[src/rtl/lsbot_cfg.svh]
// constants of the led sink blink off-time timer
`ifndef LSBOT_CFG_SVH
`define LSBOT_CFG_SVH

// ----------------------------------------------------------------
// register map, byte addresses on apb
// ----------------------------------------------------------------
`define LSBOT_ADDR_W 8
`define LSBOT_OFS_ENABLE 8'h00
`define LSBOT_OFS_LIT 8'h04
`define LSBOT_OFS_DARK_LOW 8'h08
`define LSBOT_OFS_STATUS 8'h0C

// ----------------------------------------------------------------
// field layout
// ----------------------------------------------------------------
`define LSBOT_SINKS 4
`define LSBOT_CODE_W 2
`define LSBOT_DARK_W 8
`define LSBOT_SINK4_DARK_HI 7
`define LSBOT_SINK4_DARK_LO 6
`define LSBOT_SINK3_DARK_HI 5
`define LSBOT_SINK3_DARK_LO 4
`define LSBOT_SINK2_DARK_HI 3
`define LSBOT_SINK2_DARK_LO 2
`define LSBOT_SINK1_DARK_HI 1
`define LSBOT_SINK1_DARK_LO 0
`define LSBOT_ENABLE_HI 3
`define LSBOT_LIT_HI 1
`define LSBOT_STAT_DARK_LO 4
`define LSBOT_STAT_DARK_HI 7

// ----------------------------------------------------------------
// reset values
// ----------------------------------------------------------------
`define LSBOT_RST_ENABLE 4'h0
`define LSBOT_RST_LIT 2'h0
`define LSBOT_RST_DARK 8'h00

// ----------------------------------------------------------------
// timing: intervals in ms, one tick is the common grain
// ----------------------------------------------------------------
`define LSBOT_CLK_KHZ 200000
`define LSBOT_TICK_MS 200
`define LSBOT_TICK_CYCLES (`LSBOT_TICK_MS * `LSBOT_CLK_KHZ)
`define LSBOT_DARK1_MS 600
`define LSBOT_DARK2_MS 1200
`define LSBOT_DARK3_MS 1800
`define LSBOT_LIT0_MS 200
`define LSBOT_LIT1_MS 600
`define LSBOT_LIT2_MS 800
`define LSBOT_LIT3_MS 1200
`define LSBOT_TCNT_W 4

`endif

[src/rtl/lsbot_pkg.sv]
// types and interval decoding of the led sink blink off-time timer
`include "lsbot_cfg.svh"

package lsbot_pkg;

    typedef struct packed {
        logic sel;
        logic enable;
        logic write;
        logic [`LSBOT_ADDR_W-1:0] addr;
        logic [31:0] wdata;
    } lsbot_apb_req_t;

    typedef enum logic [1:0] {
        LSBOT_IDLE = 2'b00,
        LSBOT_LIT = 2'b01,
        LSBOT_DARK = 2'b10
    } lsbot_phase_t;

    // dark interval in ticks, zero when the code disables it
    function automatic logic [`LSBOT_TCNT_W-1:0] dark_ticks(input logic [1:0] code);
        case (code)
            2'h1: dark_ticks = `LSBOT_TCNT_W'(`LSBOT_DARK1_MS / `LSBOT_TICK_MS);
            2'h2: dark_ticks = `LSBOT_TCNT_W'(`LSBOT_DARK2_MS / `LSBOT_TICK_MS);
            2'h3: dark_ticks = `LSBOT_TCNT_W'(`LSBOT_DARK3_MS / `LSBOT_TICK_MS);
            default: dark_ticks = '0;
        endcase
    endfunction

    function automatic logic [`LSBOT_TCNT_W-1:0] lit_ticks(input logic [1:0] code);
        case (code)
            2'h0: lit_ticks = `LSBOT_TCNT_W'(`LSBOT_LIT0_MS / `LSBOT_TICK_MS);
            2'h1: lit_ticks = `LSBOT_TCNT_W'(`LSBOT_LIT1_MS / `LSBOT_TICK_MS);
            2'h2: lit_ticks = `LSBOT_TCNT_W'(`LSBOT_LIT2_MS / `LSBOT_TICK_MS);
            default: lit_ticks = `LSBOT_TCNT_W'(`LSBOT_LIT3_MS / `LSBOT_TICK_MS);
        endcase
    endfunction

endpackage

[src/rtl/lsbot_sink.sv]
// one sink's lit/dark sequencer, stepped by the common slow tick
`timescale 1ns/1ps
`include "lsbot_cfg.svh"
`default_nettype none

module lsbot_sink (
    input wire logic clock,
    input wire logic nrst,
    input wire logic ce,
    input wire logic tick,
    input wire logic sink_enable,
    input wire logic [`LSBOT_CODE_W-1:0] dark_code,
    input wire logic [`LSBOT_CODE_W-1:0] lit_code,
    output logic sink_on,
    output lsbot_pkg::lsbot_phase_t phase
);

    // ------------------------------------------------------------
    // decode
    // ------------------------------------------------------------
    logic [`LSBOT_TCNT_W-1:0] count;
    logic [`LSBOT_TCNT_W-1:0] next_count;
    logic [`LSBOT_TCNT_W-1:0] count_inc;
    logic [`LSBOT_TCNT_W-1:0] dark_len;
    logic [`LSBOT_TCNT_W-1:0] lit_len;
    logic blinking;
    logic lit_done;
    logic dark_done;
    lsbot_pkg::lsbot_phase_t next_phase;

    assign dark_len = lsbot_pkg::dark_ticks(dark_code);
    assign lit_len = lsbot_pkg::lit_ticks(lit_code);
    assign blinking = (dark_code != '0);
    assign count_inc = count + `LSBOT_TCNT_W'(1);
    assign lit_done = tick && blinking && (count_inc >= lit_len);
    assign dark_done = tick && (count_inc >= dark_len);

    // ------------------------------------------------------------
    // sequence
    // ------------------------------------------------------------
    always_comb begin
        next_phase = phase;
        next_count = count;
        case (phase)
            lsbot_pkg::LSBOT_IDLE: begin
                next_count = '0;
                if (sink_enable) begin
                    next_phase = lsbot_pkg::LSBOT_LIT;
                end
            end
            lsbot_pkg::LSBOT_LIT: begin
                if (!blinking) begin
                    next_count = '0;
                end else if (lit_done) begin
                    next_phase = lsbot_pkg::LSBOT_DARK;
                    next_count = '0;
                end else if (tick) begin
                    next_count = count_inc;
                end
            end
            lsbot_pkg::LSBOT_DARK: begin
                // a code cleared to 00 mid-dark relights at once
                if (!blinking || dark_done) begin
                    next_phase = lsbot_pkg::LSBOT_LIT;
                    next_count = '0;
                end else if (tick) begin
                    next_count = count_inc;
                end
            end
            default: begin
                next_phase = lsbot_pkg::LSBOT_IDLE;
                next_count = '0;
            end
        endcase
        if (!sink_enable) begin
            next_phase = lsbot_pkg::LSBOT_IDLE;
            next_count = '0;
        end
    end

    always_ff @(posedge clock) begin
        if (!nrst) begin
            phase <= lsbot_pkg::LSBOT_IDLE;
            count <= '0;
            sink_on <= 1'b0;
        end else if (ce) begin
            phase <= next_phase;
            count <= next_count;
            sink_on <= (next_phase == lsbot_pkg::LSBOT_LIT);
        end
    end

endmodule // lsbot_sink

`default_nettype wire

[src/rtl/lsbot_top.sv]
// apb-reached blink timer for four independent led current sinks
//
// Contract
// - dark code 00/01/10/11: none, 0.6/1.2/1.8 s
// - enabled sink, dark code 00: stays lit
// - nonzero code: lit interval, then dark, repeating
// - sink 4 dark code in bits 7:6
// - sink 3 dark code in bits 5:4
// - sink 2 dark code in bits 3:2
// - sink 1 dark code in bits 1:0
// - shared lit code: 0.2/0.6/0.8/1.2 s
// - enable bits 3..0 switch sinks 4..1
`timescale 1ns/1ps
`include "lsbot_cfg.svh"
`default_nettype none

module lsbot_top #(
    parameter int unsigned TICK_CYCLES = `LSBOT_TICK_CYCLES
) (
    input wire logic clock,
    input wire logic nrst,
    input wire logic ce,
    input wire logic psel,
    input wire logic penable,
    input wire logic pwrite,
    input wire logic [`LSBOT_ADDR_W-1:0] paddr,
    input wire logic [31:0] pwdata,
    output logic [31:0] prdata,
    output logic pready,
    output logic pslverr,
    output logic [`LSBOT_SINKS-1:0] sink_on
);

    // ------------------------------------------------------------
    // bus request bundle
    // ------------------------------------------------------------
    lsbot_pkg::lsbot_apb_req_t req;

    // one driver for the whole bundle, field order as the package packs it
    assign req = {psel, penable, pwrite, paddr, pwdata};

    // ------------------------------------------------------------
    // registers
    // ------------------------------------------------------------
    logic [`LSBOT_SINKS-1:0] sink_enable;
    logic [`LSBOT_CODE_W-1:0] shared_lit_interval;
    logic [`LSBOT_DARK_W-1:0] sink_dark_interval_low;

    wire logic [`LSBOT_CODE_W-1:0] sink4_dark_interval;
    wire logic [`LSBOT_CODE_W-1:0] sink3_dark_interval;
    wire logic [`LSBOT_CODE_W-1:0] sink2_dark_interval;
    wire logic [`LSBOT_CODE_W-1:0] sink1_dark_interval;
    wire logic [`LSBOT_SINKS*`LSBOT_CODE_W-1:0] dark_codes;

    assign sink4_dark_interval =
        sink_dark_interval_low[`LSBOT_SINK4_DARK_HI:`LSBOT_SINK4_DARK_LO];
    assign sink3_dark_interval =
        sink_dark_interval_low[`LSBOT_SINK3_DARK_HI:`LSBOT_SINK3_DARK_LO];
    assign sink2_dark_interval =
        sink_dark_interval_low[`LSBOT_SINK2_DARK_HI:`LSBOT_SINK2_DARK_LO];
    assign sink1_dark_interval =
        sink_dark_interval_low[`LSBOT_SINK1_DARK_HI:`LSBOT_SINK1_DARK_LO];
    assign dark_codes = {sink4_dark_interval, sink3_dark_interval,
                         sink2_dark_interval, sink1_dark_interval};

    // ------------------------------------------------------------
    // apb decode
    // ------------------------------------------------------------
    wire logic setup_phase;
    wire logic access_done;
    wire logic hit_enable;
    wire logic hit_lit;
    wire logic hit_dark;
    wire logic hit_status;
    wire logic hit_any;
    wire logic wr_enable;
    wire logic wr_lit;
    wire logic wr_dark;

    assign setup_phase = req.sel && !req.enable;
    assign access_done = req.sel && req.enable && pready;
    assign hit_enable = (req.addr == `LSBOT_OFS_ENABLE);
    assign hit_lit = (req.addr == `LSBOT_OFS_LIT);
    assign hit_dark = (req.addr == `LSBOT_OFS_DARK_LOW);
    assign hit_status = (req.addr == `LSBOT_OFS_STATUS);
    assign hit_any = hit_enable || hit_lit || hit_dark || hit_status;
    assign wr_enable = access_done && req.write && hit_enable;
    assign wr_lit = access_done && req.write && hit_lit;
    assign wr_dark = access_done && req.write && hit_dark;

    // ------------------------------------------------------------
    // read data, prepared during setup so it can leave a flop
    // ------------------------------------------------------------
    wire logic [31:0] status_word;
    wire logic [31:0] next_prdata;
    wire logic [`LSBOT_SINKS-1:0] sink_on_w;
    wire logic [`LSBOT_SINKS-1:0] sink_dark_w;

    assign status_word = {{(32 - `LSBOT_STAT_DARK_HI - 1){1'b0}},
                          sink_dark_w, sink_on_w};
    assign next_prdata =
        hit_enable ? {{(32 - `LSBOT_SINKS){1'b0}}, sink_enable} :
        hit_lit ? {{(32 - `LSBOT_CODE_W){1'b0}}, shared_lit_interval} :
        hit_dark ? {{(32 - `LSBOT_DARK_W){1'b0}}, sink_dark_interval_low} :
        hit_status ? status_word : 32'h0000_0000;

    // one wait-free access phase: pready rises in the first access cycle
    always_ff @(posedge clock) begin
        if (!nrst) begin
            pready <= 1'b0;
            pslverr <= 1'b0;
            prdata <= 32'h0000_0000;
        end else if (ce) begin
            pready <= setup_phase;
            pslverr <= setup_phase && !hit_any;
            if (setup_phase && !req.write) begin
                prdata <= next_prdata;
            end
        end
    end

    // ------------------------------------------------------------
    // register writes; status and unmapped writes are dropped
    // ------------------------------------------------------------
    always_ff @(posedge clock) begin
        if (!nrst) begin
            sink_enable <= `LSBOT_RST_ENABLE;
            shared_lit_interval <= `LSBOT_RST_LIT;
            sink_dark_interval_low <= `LSBOT_RST_DARK;
        end else if (ce) begin
            if (wr_enable) begin
                sink_enable <= req.wdata[`LSBOT_ENABLE_HI:0];
            end
            if (wr_lit) begin
                shared_lit_interval <= req.wdata[`LSBOT_LIT_HI:0];
            end
            if (wr_dark) begin
                sink_dark_interval_low <= req.wdata[`LSBOT_DARK_W-1:0];
            end
        end
    end

    // ------------------------------------------------------------
    // slow time base
    // ------------------------------------------------------------
    // the tick free-runs, so the first lit interval after enable can
    // be short by up to one tick; this keeps every sink in step
    logic [31:0] tick_div;
    logic tick;
    wire logic tick_wrap;

    assign tick_wrap = (tick_div == 32'(TICK_CYCLES - 1));

    always_ff @(posedge clock) begin
        if (!nrst) begin
            tick_div <= 32'h0000_0000;
            tick <= 1'b0;
        end else if (ce) begin
            tick <= tick_wrap;
            tick_div <= tick_wrap ? 32'h0000_0000 : tick_div + 32'h0000_0001;
        end
    end

    // ------------------------------------------------------------
    // per-sink sequencers
    // ------------------------------------------------------------
    lsbot_pkg::lsbot_phase_t phase [`LSBOT_SINKS];

    genvar g;
    generate
        for (g = 0; g < `LSBOT_SINKS; g = g + 1) begin : g_sink
            lsbot_sink u_sink (
                .clock(clock),
                .nrst(nrst),
                .ce(ce),
                .tick(tick),
                .sink_enable(sink_enable[g]),
                .dark_code(dark_codes[g*`LSBOT_CODE_W +: `LSBOT_CODE_W]),
                .lit_code(shared_lit_interval),
                .sink_on(sink_on_w[g]),
                .phase(phase[g])
            );
            assign sink_dark_w[g] = (phase[g] == lsbot_pkg::LSBOT_DARK);
        end
    endgenerate

    assign sink_on = sink_on_w;

endmodule // lsbot_top

`default_nettype wire

[config.mk]
export PLATFORM = sky130hd
export DESIGN_NAME = lsbot_top
export DESIGN_NICKNAME = d
export VERILOG_FILES = /design/src/rtl/lsbot_pkg.sv /design/src/rtl/lsbot_sink.sv /design/src/rtl/lsbot_top.sv
export VERILOG_INCLUDE_DIRS = /design/src /design/src/rtl
export SDC_FILE = /design/constraint.sdc
export NUM_CORES = 1
export LEC_CHECK = 0
export BUFFER_PORTS_ARGS = -buffer_cell sky130_fd_sc_hd__buf_4
export CORE_MARGIN = 2
export CORE_UTILIZATION = 30
export CTS_BUF_LIST = sky130_fd_sc_hd__clkbuf_2 sky130_fd_sc_hd__clkbuf_4 sky130_fd_sc_hd__clkbuf_8
export CTS_CLUSTER_DIAMETER = 120
export CTS_CLUSTER_SIZE = 16
export DETAILED_ROUTE_END_ITERATION = 12
export SYNTH_ARGS = -nofsm -noshare
export SYNTH_HDL_FRONTEND = slang
export SYNTH_SLANG_ARGS = --single-unit
[constraint.sdc]
create_clock -name clock -period 4.9 [get_ports clock]
set_clock_uncertainty 0.15 [all_clocks]
set_input_delay 0.98 -clock clock [delete_from_list [all_inputs] [get_ports clock]]
set_output_delay 0.98 -clock clock [all_outputs]
set_load 0.02 [all_outputs]
==> impl_metrics.env <==
export IMPL_drt_iter0_markers=277
export IMPL_slew_headroom_pct=35.7
export IMPL_p_sw_share_pct=27.0
export IMPL_io_buffers=35
export IMPL_cp_num_buf_inv=1
export IMPL_antenna_found_initial=0
export IMPL_clk_latency_ps=380
export IMPL_yosys_area_top_type_share_pct=30.2
export IMPL_die_h_um=141
export IMPL_fmax_ghz=0.357
export IMPL_seq_area_um2=1700
export IMPL_area_growth_pct=10.5
export IMPL_wl_met3_um=478
export IMPL_gp_congestion=0.811
export IMPL_rows=50
export IMPL_slew_violations=0
export IMPL_tightest_slew_ps=961
export IMPL_syn_area_per_cell_um2=8.68
export IMPL_grt_max_degree=31
export IMPL_seq_area_frac_synth_pct=30.2
export IMPL_synth_area_leaders="dfxtp_1 30%, ha_1 16%, nor2_1 4.9%, buf_4 3.7%, xor2_1 3.7%"
export IMPL_setup_viol=0
export IMPL_cts_htree_levels=3
export IMPL_final_antenna_net_count=0
export IMPL_status="finished clean"
export IMPL_fp_dieArea_um2=19900
export IMPL_yosysUniqueCellTypes=73
export IMPL_placed_area_um2=6010
export IMPL_cts_hold_fix_buffers=0
export IMPL_cts_sinks=85
export IMPL_core_area_um2=18600
export IMPL_r2r_setup_slack_ps=2100
export IMPL_antenna_cells=0
export IMPL_vias=4395
export IMPL_switchingPower_uw=356
export IMPL_hold_viol=0
export IMPL_grt_use_total_pct=13.1
export IMPL_drc_errors=0
export IMPL_r2r_start="dark_codes[3]"
export IMPL_postCtsSetupBuffers=0
export IMPL_wl_um=12700
export IMPL_post_cts_resize_count=0
export IMPL_p_leak_uw=0.00244
export IMPL_critPathCapture="g_sink[1].u_sink.phase[0]"
export IMPL_r2r_end="g_sink[1].u_sink.phase[0]"
export IMPL_synth_top_cell_by_area="dfxtp_1"
export IMPL_stdcell_area_um2=6220
export IMPL_viasPerCell=4.80
export IMPL_ys_dominant_reg_cell="dfxtp_1"
export IMPL_synthMostInstantiatedCell="dfxtp_1"
export IMPL_arrival_ps=2920
export IMPL_intPower_uw=962
export IMPL_num_io_pins=84
export IMPL_grt_pass1_wl_um=20700
export IMPL_startpoint="dark_codes[3]"
export IMPL_async_flop_share_pct=0
export IMPL_max_stage_delay_ps=530
export IMPL_crit_path_end_kind="flop"
export IMPL_power_density_nw_per_um2=212
export IMPL_min_path_type="flop to flop"
export IMPL_netlist_area_um2=5630
export IMPL_firstDrtPassIters=4
export IMPL_clock_power_share_pct=42.0
export IMPL_seqPwrFrac_pct=52.8
export IMPL_clockBufferDepth=2
export IMPL_start_util_pct=30.3
export IMPL_layout_drive_gt1_share_pct=11.0
export IMPL_multi_input_area_um2=3610
export IMPL_vdd_ir_drop_max_mv=0.144
export IMPL_wire_per_inst_um=13.9
export IMPL_synth_commonest_cells="85 x dfxtp_1, 74 x nor2_1, 73 x ha_1"
export IMPL_syn_inst=649
export IMPL_clock_root_buffer="clkbuf_8"
export IMPL_cpLargestDelayFamily="compound AO/OA/AOI/OAI gates"
export IMPL_wl_met2_um=5550
export IMPL_fin_setup_tns_ps=0
export IMPL_grt_overflow_total=0
export IMPL_crit_path_start_kind="flop"
export IMPL_reg2reg_depth=11
export IMPL_synth_edff_count=0
export IMPL_clk_pin_slew_ps=100
export IMPL_min_period_ps=2800
export IMPL_comb_power_share_pct=5.3
export IMPL_fillCellCount=1920
export IMPL_critical_path_slowest_cell="a2111oi_0"
export IMPL_drv_cap=0
export IMPL_first_global_vias=4006
export IMPL_crit_cells=11
export IMPL_yosys_warnings=0
export IMPL_fin_crit_sh_pct=57.2
export IMPL_ys_ff_latch=85
export IMPL_rsz0062_at_grt="false"
export IMPL_nets=796
export IMPL_cts_tree="done"
export IMPL_dr_max_layer_used="met4"
export IMPL_wl_met1_um=6540
export IMPL_cp_max_fo=6
export IMPL_cts_buffers=9
export IMPL_dpl_hpwl_um=9460
export IMPL_worstPathCellList="inv_1, ha_1, nor2_1, nor2_1, ha_1, nand2b_1, a2111oi_0, nor3_1, o32a_1, o31ai_1, o21ai_0"
export IMPL_die_w_um=141
export IMPL_required_ps=5010
export IMPL_path_class="flop to flop"
final cells by class:
cell class,count,area share (%)
Tap cell,234,4.70
Multi-Input combinational cell,508,58.0
Sequential cell,85,27.3
Inverter,38,2.29
Clock buffer,9,1.99
Timing Repair Buffer,35,4.22
Clock inverter,7,1.49
routing by layer:
| layer | track usage (%) | vias up |
|---|---|---|
| met4 | 3.47 | 0 |
| met5 | 0 | - |
| met3 | 2.34 | 11 |
| met1 | 18.9 | 2032 |
| li1 | - | 2275 |
| met2 | 19.9 | 77 |
per-stage QoR:
| step | worst slack (ps) | std cells | hold slack [ps] | total power, µW | util, % |
|---|---|---|---|---|---|
| 2_1_floorplan | 2400 | 672 | 294 | 769 | - |
| 3_3_place_gp | 1740 | 900 | 311 | 782 | 32.3 |
| 3_5_place_dp | 1760 | 900 | 321 | 782 | 32.3 |
| 4_1_cts | 2080 | 916 | 336 | 1340 | 33.5 |
| 5_1_grt | 1640 | 916 | 377 | 1370 | 33.5 |
| 6_report | 2100 | 916 | 342 | 1320 | 33.5 |
worst min-delay path: cells and delay by family, from the launching register on:
kind,cells,cell delay [ps]
AND/OR/NAND/NOR,2,110
flip-flops,1,350
worst min-delay path by stage:
stage                                   start                        end  cells past startpoint
global route        g_sink[1].u_sink.count[2]  g_sink[1].u_sink.count[2]                      2
floorplan           g_sink[1].u_sink.count[2]  g_sink[1].u_sink.count[2]                      2
global placement    g_sink[1].u_sink.count[2]  g_sink[1].u_sink.count[2]                      2
detailed placement  g_sink[1].u_sink.count[2]  g_sink[1].u_sink.count[2]                      2
CTS                 g_sink[1].u_sink.count[2]  g_sink[1].u_sink.count[2]                      2
finish              g_sink[1].u_sink.count[2]  g_sink[1].u_sink.count[2]                      2
state kept, by name, summed over array words and instances (netlist names):
| name | cells |
|---|---|
| pready | 1 |
| g_sink.u_sink.sink_on | 4 |
| tick | 1 |
| pslverr | 1 |
| prdata | 8 |
| sink_enable | 4 |
| g_sink.u_sink.count | 16 |
| tick_div | 32 |
| dark_codes | 8 |
| shared_lit_interval | 2 |
| g_sink.u_sink.phase | 8 |
power groups by stage:
stage | Clock [µW] | Combinational, µW | Sequential [µW]
final | 553 | 69.3 | 696
after global routing | 599 | 76.0 | 697
after CTS | 576 | 70.4 | 696
after detailed placement | 0 | 70.3 | 712
after global placement | 0 | 69.9 | 712
after floorplan | 0 | 56.3 | 713
kinds of logic (layout without fill, tap and decap cells):
logic type,Yosys count,in the layout,share of synthesized area [%]
flip-flops,85,85,30.2
buffers and inverters,79,89,7.27
adder cells (fa/ha/maj),73,73,16.2
AO/OA/AOI/OAI,109,109,14.0
other,1,24,0.0666
XOR/XNOR,37,37,6.02
AND/OR/NAND/NOR,248,248,23.1
multiplexers,17,17,3.09
placed cells by master, fill, tap and decap left out, drive strengths merged, types with 24 or more instances in the layout:
cell,instances
buf,35
inv,40
nor2,74
xor2,24
o21ai,26
nand3,29
nand2,49
conb,24
dfxtp,85
ha,73
Note: power is estimated with default switching activity, not from simulation.
